[config.mk]
export PLATFORM = sky130hd
export DESIGN_NAME = csr_bank
export DESIGN_NICKNAME = d
export VERILOG_FILES = /design/src/logic/csr_pkg.sv /design/src/logic/csr_bank.sv /design/src/logic/csr_cell.sv
export SDC_FILE = /design/constraint.sdc
export NUM_CORES = 1
export LEC_CHECK = 0
export BUFFER_PORTS_ARGS = -buffer_cell sky130_fd_sc_hd__buf_4
export CAP_MARGIN = 20
export CORE_MARGIN = 4
export CORE_UTILIZATION = 42
export DETAILED_ROUTE_END_ITERATION = 8
export PLACE_DENSITY = 0.83
export SYNTH_ARGS = -nofsm -noshare
export SYNTH_HDL_FRONTEND = slang
export SYNTH_SLANG_ARGS = --single-unit
[constraint.sdc]
create_clock -name clk -period 0.9 [get_ports clk]
set_input_delay 0.18 -clock clk [delete_from_list [all_inputs] [get_ports clk]]
set_output_delay 0.18 -clock clk [all_outputs]
set_load 0.01 [all_outputs]
[src/logic/csr_pkg.sv]
// Package of constants for the core special register access block
// Notes on behaviour
// - A software write in the same cycle as a hardware update of a register wins and the hardware value is dropped.
// - A byte write stores the addressed byte and clears the other byte of the same register.
// - Unimplemented bits ignore writes and always read as zero.
// - The instruction pointer and code segment pointer are not readable or writable by register access; only branches change them.
// - Status word, stack pointer and multiply/divide control take software writes and implicit hardware updates.
// - Every register allows word and byte access, and a byte read has no side effect.
package csr_pkg;
  // ********************
  // Register map
  // ********************
  localparam logic [7:0] CSR_OFF_STATUS = 8'h00;
  localparam logic [7:0] CSR_OFF_STACK = 8'h02;
  localparam logic [7:0] CSR_OFF_MDC = 8'h04;
  localparam logic [7:0] CSR_OFF_GEN = 8'h06;
  localparam int CSR_NREG = 4;
  // Implemented bit masks
  localparam logic [15:0] CSR_MASK_STATUS = 16'hffff;
  localparam logic [15:0] CSR_MASK_STACK = 16'hfffe;
  localparam logic [15:0] CSR_MASK_MDC = 16'h00ff;
  localparam logic [15:0] CSR_MASK_GEN = 16'hffff;
  // Reset values
  localparam logic [15:0] CSR_RST_STATUS = 16'h0000;
  localparam logic [15:0] CSR_RST_STACK = 16'hfc00;
  localparam logic [15:0] CSR_RST_MDC = 16'h0000;
  localparam logic [15:0] CSR_RST_GEN = 16'h0000;
  // Byte enable encodings
  localparam logic [1:0] CSR_BE_LOW = 2'h1;
  localparam logic [1:0] CSR_BE_HIGH = 2'h2;
  localparam logic [1:0] CSR_BE_WORD = 2'h3;
endpackage

[src/logic/csr_bank.sv]
// Core special register bank with software port and hardware update ports
//
// The strobed register port and the register offsets were chosen for this implementation.
`timescale 1ns/1ns
module csr_bank
  import csr_pkg::*;
(
  input wire logic clk,
  input wire logic rstn,
  input wire logic [7:0] addr,
  input wire logic [15:0] wdata,
  input wire logic [1:0] be,
  input wire logic wr,
  input wire logic rd,
  output logic [15:0] rdata,
  output logic rd_err,
  input wire logic [CSR_NREG-1:0] hw_we,
  input wire logic [15:0] hw_status,
  input wire logic [15:0] hw_stack,
  input wire logic [15:0] hw_mdc,
  input wire logic [15:0] hw_gen,
  output logic [15:0] processor_status_word,
  output logic [15:0] stack_pointer,
  output logic [15:0] mdc_value,
  output logic [15:0] gen_value
);
  // ********************
  // Decode
  // ********************
  // Map an address to a one-hot register select; pointers have no slot
  function automatic logic [CSR_NREG-1:0] csr_sel(input logic [7:0] a);
    case ({a[7:1], 1'b0})
      CSR_OFF_STATUS: csr_sel = 4'h1;
      CSR_OFF_STACK: csr_sel = 4'h2;
      CSR_OFF_MDC: csr_sel = 4'h4;
      CSR_OFF_GEN: csr_sel = 4'h8;
      default: csr_sel = 4'h0;
    endcase
  endfunction

  localparam logic [15:0] MASKS [CSR_NREG] = '{CSR_MASK_STATUS, CSR_MASK_STACK, CSR_MASK_MDC, CSR_MASK_GEN};
  localparam logic [15:0] RSTS [CSR_NREG] = '{CSR_RST_STATUS, CSR_RST_STACK, CSR_RST_MDC, CSR_RST_GEN};

  logic [CSR_NREG-1:0] sel;
  logic [15:0] hw_data [CSR_NREG];
  logic [15:0] val [CSR_NREG];
  logic [1:0] be_eff;
  logic [15:0] next_rdata;

  assign sel = csr_sel(addr);
  // Zero byte enables treated as a word access
  assign be_eff = (be == 2'h0) ? CSR_BE_WORD : be;
  assign hw_data[0] = hw_status;
  assign hw_data[1] = hw_stack;
  assign hw_data[2] = hw_mdc;
  assign hw_data[3] = hw_gen;

  // ********************
  // Cells
  // ********************
  for (genvar i = 0; i < CSR_NREG; i++) begin : g_cell
    csr_cell #(
      .MASK(MASKS[i]),
      .RST(RSTS[i])
    ) u_cell (
      .clk(clk),
      .rstn(rstn),
      .sw_we(wr & sel[i]),
      .sw_be(be_eff),
      .sw_wdata(wdata),
      .hw_we(hw_we[i]),
      .hw_wdata(hw_data[i]),
      .value(val[i])
    );

  end

  assign processor_status_word = val[0];
  assign stack_pointer = val[1];
  assign mdc_value = val[2];
  assign gen_value = val[3];

  // Read mux; byte reads have no side effect, other byte shows zero
  always_comb begin
    next_rdata = 16'h0000;
    for (int i = 0; i < CSR_NREG; i++) begin
      if (sel[i]) begin
        next_rdata = val[i];
      end
    end
    if (be_eff == CSR_BE_LOW) begin
      next_rdata = {8'h00, next_rdata[7:0]};
    end else if (be_eff == CSR_BE_HIGH) begin
      next_rdata = {next_rdata[15:8], 8'h00};
    end
  end

  // Read data one cycle after the strobe; unmapped reads flag an error
  always_ff @(posedge clk or negedge rstn) begin
    if (!rstn) begin
      rdata <= 16'h0000;
      rd_err <= 1'b0;
    end else begin
      rdata <= rd ? next_rdata : 16'h0000;
      rd_err <= rd & (sel == 4'h0);
    end
  end
endmodule

[src/logic/csr_cell.sv]
// One special register cell with write merge and hardware update
`timescale 1ns/1ns
module csr_cell
  import csr_pkg::*;
#(
  parameter logic [15:0] MASK = 16'hffff,
  parameter logic [15:0] RST = 16'h0000
) (
  input wire logic clk,
  input wire logic rstn,
  input wire logic sw_we,
  input wire logic [1:0] sw_be,
  input wire logic [15:0] sw_wdata,
  input wire logic hw_we,
  input wire logic [15:0] hw_wdata,
  output logic [15:0] value
);
  logic [15:0] next_sw;

  // Byte write clears the other byte
  always_comb begin
    case (sw_be)
      CSR_BE_LOW: next_sw = {8'h00, sw_wdata[7:0]};
      CSR_BE_HIGH: next_sw = {sw_wdata[15:8], 8'h00};
      default: next_sw = sw_wdata;
    endcase
  end

  // Software first, hardware second; unimplemented bits forced to zero
  always_ff @(posedge clk or negedge rstn) begin
    if (!rstn) begin
      value <= RST & MASK;
    end else if (sw_we) begin
      value <= next_sw & MASK;
    end else if (hw_we) begin
      value <= hw_wdata & MASK;
    end
  end
endmodule

## Word-level counts from Yosys, hierarchy flattened

Cells that the tools add are included.

- Equality and inequality tests: 5
- Mux-type cells: 18
- Bitwise logic cells: 5
- Reductions and logical operators: 7

Operator list:

| cell | count |
|---|---|
| $mux W16 | 14 |
| $pmux W16 S2 | 1 |
| $pmux W4 S4 | 1 |
| $eq A7 B2 Y1 const B | 2 |
| $mux W8 | 1 |
| $reduce_bool A2 Y1 | 4 |
| $eq A7 B1 Y1 const B | 1 |
| $logic_not A7 Y1 | 1 |
| $and A1 B1 Y1 | 5 |
| $logic_not A4 Y1 | 1 |
| $eq A2 B1 Y1 const B | 1 |
| $eq A2 B2 Y1 const B | 1 |
| $logic_not A2 Y1 | 1 |
| $mux W2 | 1 |

- Logic and storage cells: 41
- Input port bits: 98
- Output and inout port bits: 81
- Flip-flop bits (word level): 81

## Depth between registers and ports, before layout

Gate-level depths: netlist of run 1.

- Depth after elaboration: 9
- Gate-level depth with buffers: 6
- Depth with buffers taken out: 5

## Modules after synthesis

A second synthesis of run 1 with hierarchy kept.

- Cell total of the unflattened synthesis: 323
- Area total of the unflattened synthesis: 3883.7 um^2

Modules (own cells, without submodules):

| module | cells each | area each (um^2) | seq. area each (um^2) | times used |
|---|---|---|---|---|
| csr_cell (g_cell[0].u_cell ...) | 60 | 800.8 | 400.4 | 2 |
| csr_bank | 108 | 1056.0 | 425.4 | 1 |
| csr_cell (g_cell[1].u_cell) | 58 | 770.7 | 382.9 | 1 |
| csr_cell (g_cell[2].u_cell) | 37 | 455.4 | 200.2 | 1 |

## Least setup slack after synthesis of run 1

No wires, ideal clock.

- Path kind: input port to flip-flop
- Start: in addr[3]
- End: reg rdata[1]
- Setup time: 0.080 ns
- Required time: 0.820 ns
- Cell stages on the path: 4
- Path slack: -0.702 ns
- Path buffers: 1
- Data arrival time: 1.521 ns
- Cells stage by stage: or4_4 -> or4b_4 -> buf_6 -> nor3_2

- Longest elaborated chain between the ends: 9
- Elaborated cells between the ends (all ways): 12
- Those cells by class: 3 x eq/ne; 8 x mux; 1 x reduce/logical

Ends and longest elaborated chain:

| element | line | source |
|---|---|---|
| from (decl) | csr_bank.sv:10 | `input wire logic [7:0] addr,` |
| $eq A7 B2 Y1 (tied with other cells) | csr_bank.sv:32 | `case ({a[7:1], 1'b0})` |
| $pmux W4 S4 * | csr_bank.sv:32 |  |
| $mux W16 (3 in series) | csr_bank.sv:87 | `if (sel[i]) begin` |
| $mux W16 * | csr_bank.sv:87 |  |
| $mux W8 | csr_bank.sv:93 | `end else if (be_eff == CSR_BE_HIGH) begin` |
| $mux W16 * | csr_bank.sv:91 | `if (be_eff == CSR_BE_LOW) begin` |
| $mux W16 * | csr_bank.sv:104 | `rdata <= rd ? next_rdata : 16'h0000;` |
| to (signal assigned) | csr_bank.sv:104 |  |
| to (decl) | csr_bank.sv:15 | `output logic [15:0] rdata,` |

Every way passes the cells marked *; elsewhere a longest branch is shown, timed or not.
A chain may end at the register's enable or synchronous reset.

## Worst setup path after layout of run 1

- Start: in addr[3]
- End: reg rdata[4]

Same word-level chain as after synthesis.

==> results.toml, run 1 <==
[global_routing]
grt_pass1_vias = 3945
grt.total_usage = 0.259
grt_antenna_before_repair = 0
grt_start_max_net_pins = 31
grt-ovfl-total = 0
grt_pass1_wl_mm = 20.6

[route]
first_pass_iters = 4
vias = 3479
via_per_inst = 5.16
drt-total-wl_mm = 13.4
drc = 0
dr_wl_met3_um = 779
post_drt_wl_per_cell_um = 19.8
drt-met1-wl_mm = 5.15
dr.first_iter.drc_count = 66
top_layer = "met4"
dr_wl_met2_mm = 7.00
ant_nets = 0

[yosys]
synth_mux_area_frac = 0.339
synthCells = 313
yosysSeqAreaShare = 0.482
synth_top_family_by_area = "multiplexers"
ys_types = 30
synthFlopType = "dfrtp_1"
synth_xor_area_frac = 0
syn_avg_cell_area_sq_um = 12.0
synth_area_leaders = "dfrtp_1, mux2i_1, dfstp_2, mux2_2, nor3_2"
yosysTopAreaCell = "dfrtp_1"
synth-compound-area-share = 0.0263
yosysMostFrequentCell = "mux2i_1"
synth_edf_count = 0
async_flop_share = 1.00
synthesis.area_sq_um = 3750
ys_ff_latch = 72
synthSimpleGateAreaFrac = 0.0990
yosysWarnings = 0
synth_fa_ha_area_frac = 0.00667
netlist_top_cells_count = "mux2i_1, dfrtp_1, nand2_1, clkbuf_1, nor2_1"
yosysTopAreaCellShare = 0.440

[timing]
drv_slew = 0
finalSetupTns_ns = -24.32
period_share = 1.49
setup_viol = 144
rsz0062_at_grt = "yes"
fmax_ghz = 0.744
min_period_ns = 1.34
setup_slack_ns = -0.443
fin_skew_ns = 0.00857
hold_viol_final = 0

[power_and_ir_drop]
power_density_nw_per_um2 = 1420
peakVddDrop_v = 0.00101
p_leak_nw = 3.66
total_power_w = 0.00943

[placed_design]
gp_congestion = 0.834
numPortBuffers = 159
pre_cts_slack_ns = -0.815
place_area_sq_um = 5560
dp.final_hpwl_mm = 9.35

[floorplanning]
die_w_um = 103
die_y_um = 103
dieArea_sq_um = 10500
ioPinCount = 179
rows = 34
core_sq_um = 8720
start_util = 0.430

[clocking]
clockBufferDepth = 2
cts_tree = "yes"
cts.sinks = 72
clk_pin_slew_ns = 0.09
cts_buffers = 9
clkLatencyLatePin_ns = 0.34
h-tree-depth = 3
clk_root_buffer_cell = "clkbuf_8"

[cells_and_area]
fin_area_sq_um = 6660
fillers = 526
final_util = 0.764
drive_gt1_frac = 0.576
seq_area_sq_um = 1810
nNetsFinal = 661
areaGrowthSynthToFinish_pct = 77.5
multi_input_area_sq_um = 1970
n_antenna_cell = 0

[job]
max-cap-violations = 0

[setup_path]
crit_path_end_kind = "register"
cp.arrival_ns = 1.61
crit_fanout = 8
worst_r2r_path_depth = 4
cp_data_required_time_ns = 1.16
critPathKind = "input pin to register"
start_kind = "input pin"

[min_path]
hold_path_depth = 3
hold_path.class = "input pin to register"

[status]
violations = "negative setup slack"
run_status = "complete, but fails checks"
==> worst max-delay path, stage by stage <==
cell and delay (ns):
buf_6 0.09, or4_4 0.53, or4b_4 0.64, nor3_2 0.16
==> worst paths after layout <==
| check | end | slack, ns | from |
|---|---|---|---|
| max in group asynchronous | g_cell[1].u_cell.value[15] | 0.15 | rstn |
| worst max register to register | rdata[4] | -0.31 | g_cell[1].u_cell.value[4] |
| worst min register to register | g_cell[1].u_cell.value[9] | 0.64 | g_cell[1].u_cell.value[9] |
| min in group asynchronous | g_cell[3].u_cell.value[3] | 0.23 | rstn |
| worst min-delay path | g_cell[1].u_cell.value[12] | 0.11 | wdata[12] |
| worst max-delay path | rdata[4] | -0.44 | addr[3] |
==> area by class of cell <==
class                           count  area share
Clock buffer                        9      0.0186
Clock inverter                      7      0.0145
Inverter                            2     0.00188
Multi-Input combinational cell    216       0.295
Sequential cell                    72       0.272
Tap cell                          108      0.0203
Timing Repair Buffer              260       0.378
==> registers in the layout, summed over array words and instances, names as in the netlist <==
| name | flops |
|---|---|
| g_cell.u_cell.value | 55 |
| rdata | 16 |
| rd_err | 1 |
==> metal layers <==
layer	track usage	vias to the layer above
li1	-	1605
met1	0.317	1685
met2	0.452	152
met3	0.0440	37
met4	0.104	0
met5	0	-
==> cells by family after synthesis <==
kind of cell	Yosys count
AOI/OAI and AO/OA	17
adders and majority gates	2
buffers and inverters	33
DFF	72
muxes	126
other	1
and+or+nand+nor	62
==> metrics by stage <==
stage | instances | hold slack (ns)
6_report | 674 | 0.110
5_1_grt | 674 | 0.107
4_1_cts | 669 | 0.102
3_5_place_dp | 608 | 0.0527
3_3_place_gp | 608 | 0.0514
2_1_floorplan | 321 | -0.116
==> what timing repair did <==
action                                 in CTS  in global routing
buffers inserted                           44                  9
setup endpoints to repair                 144                144
pin swaps                                   6                  0
endpoints found under the hold margin      66                  0
hold buffers                                1                  0
resized for setup                         123                 14
==> where the power goes <==
part	leakage [nW]	internal, W	switching, W	total, W
combinational	2.68	0.00168	0.00114	0.00282
clock	0.113	0.00157	0.00130	0.00287
sequential	0.871	0.00352	0.000220	0.00374
total	3.66	0.00677	0.00266	0.00943
==> cell usage in the layout (no fill, tap or decap), types with 8 or more instances in the layout <==
| cell type | count |
|---|---|
| buf_6 | 111 |
| clkbuf_8 | 9 |
| buf_12 | 11 |
| conb_1 | 9 |
| buf_4 | 136 |
| nand2_4 | 8 |
| nand3_1 | 8 |
| mux2_2 | 8 |
| mux2i_1 | 115 |
| o21ai_0 | 8 |
| dfrtp_1 | 66 |
| nor2_1 | 8 |
(Power assumes the default switching activity.)
==> inputs of run 2 (changes only) <==
- BUFFER_PORTS_ARGS: -buffer_cell sky130_fd_sc_hd__buf_4 -> -buffer_cell sky130_fd_sc_hd__buf_2
==> results.toml, run 2 (synthesized netlist as in run 1, its figures left out) <==
[status]
run_status = "complete, but fails checks"
violations = "negative setup slack"

[setup_path]
crit_path_end_kind = "register"
start_kind = "input pin"
crit_end = "rdata[5]"
worst_r2r_path_depth = 4
crit_fanout = 8
critPathKind = "input pin to register"
rrSetupSlack_ns = -0.30
worstSetupStartpoint = "addr[3]"
cp_data_required_time_ns = 1.16
r2r-end = "rdata[0]"
cp.arrival_ns = 1.60
r2r-start = "g_cell[3].u_cell.value[0]"

[cells_and_area]
nNetsFinal = 661
final_common_cell = "buf_2"
largest_register_ffs = 55
drive_gt1_frac = 0.574
n_antenna_cell = 0
reg_top3 = "g_cell.u_cell.value: 55 flops, rdata: 16 flops, rd_err: 1 flops"
largest_register = "g_cell.u_cell.value"
areaGrowthSynthToFinish_pct = 65.5
final_cell_mix = "buf_2, mux2i_1, dfrtp_1"

[global_routing]
grt-busiest-layer = "met2"
use_met2 = 0.452
grt_use_met3 = 0.0392
grt_pass1_vias = 3878
grt_pass1_wl_mm = 20.1
grt.total_usage = 0.255
gr-usage-met1 = 0.309
grt_start_max_net_pins = 34
grt-ovfl-total = 0
grt_antenna_before_repair = 0

[power_and_ir_drop]
total_power_w = 0.00883
peakVddDrop_v = 0.000735
power_density_nw_per_um2 = 1420
p_leak_nw = 3.50

[job]
max-cap-violations = 0

[timing]
rsz0062_at_grt = "yes"
min_period_ns = 1.34
period_share = 1.49
fmax_ghz = 0.745
setup_slack_ns = -0.442
finalSetupTns_ns = -29.09
fin_skew_ns = 0.0126
drv_slew = 0
setup_viol = 144
hold_viol_final = 0

[floorplanning]
die_w_um = 103
start_util = 0.430
ioPinCount = 179
die_y_um = 103
dieArea_sq_um = 10500
rows = 34
core_sq_um = 8720

[clocking]
clk_root_buffer_cell = "clkbuf_8"
cts_tree = "yes"
clk_pin_slew_ns = 0.08
h-tree-depth = 3
clkLatencyLatePin_ns = 0.34
cts.sinks = 72
clockBufferDepth = 2
cts_buffers = 9

[placed_design]
dp.final_hpwl_mm = 9.09
gp_congestion = 0.865
numPortBuffers = 159

[min_path]
hold_path.class = "input pin to register"

[route]
drt-total-wl_mm = 13.2
drc = 0
first_pass_iters = 4
dr.first_iter.drc_count = 78
via_per_inst = 5.25
ant_nets = 0
post_drt_wl_per_cell_um = 19.6
vias = 3540
==> run 2: critical path: stages <==
cell and delay, ns:
buf_6 0.09, or4_4 0.53, or4b_4 0.64, nor3_2 0.15
==> run 2: how the worst min path moves through the flow <==
stage	cells after the start	end	from	slack, ns
after floorplan	0	g_cell[0].u_cell.value[0]	rstn	-0.12
after global placement	1	g_cell[0].u_cell.value[1]	rstn	0.04
after detailed placement	1	g_cell[2].u_cell.value[1]	rstn	0.04
after CTS	3	g_cell[1].u_cell.value[10]	wdata[10]	0.07
after global routing	3	g_cell[1].u_cell.value[10]	wdata[10]	0.08
final	3	g_cell[1].u_cell.value[10]	wdata[10]	0.09
==> run 2: layout make-up <==
cell class / instances / area (sq um)
Clock inverter: 7 / 72.6
Inverter: 2 / 12.5
Fill cell: 602 / 2510
Timing Repair Buffer: 260 / 2090
Tap cell: 108 / 135
Sequential cell: 72 / 1810
Clock buffer: 9 / 124
Multi-Input combinational cell: 216 / 1960
==> run 2: per-stage QoR <==
step / util / setup WS (ns) / hold WS (ns) / std cells / instance area, sq um
floorplan: - / -0.656 / -0.116 / 321 / 3970
global placement: 0.597 / -0.775 / 0.0371 / 609 / 5210
detailed placement: 0.597 / -0.824 / 0.0358 / 609 / 5210
CTS: 0.697 / -0.428 / 0.0673 / 669 / 6080
global route: 0.712 / -0.453 / 0.0848 / 674 / 6210
finish: 0.712 / -0.442 / 0.0901 / 674 / 6210
==> run 2: routing by layer <==
| layer | vias to the layer above | share of wire |
|---|---|---|
| met5 | - | 0 |
| met4 | 0 | 0.025 |
| met3 | 33 | 0.057 |
| met2 | 160 | 0.52 |
| met1 | 1746 | 0.39 |
| li1 | 1601 | - |
==> run 2: timing repair <==
item,in CTS,in global routing
buffers inserted,41,5
pin swaps,6,0
endpoints found under the setup margin,144,144
gates resized for setup,64,18
hold endpoints to repair,66,0
gates cloned,2,0
hold buffers,1,0
==> run 2: where the power goes <==
group	internal [W]	total, W	switching (W)
Combinational	0.00141	0.00256	0.00114
Sequential	0.00352	0.00370	0.000186
Clock	0.00128	0.00257	0.00129
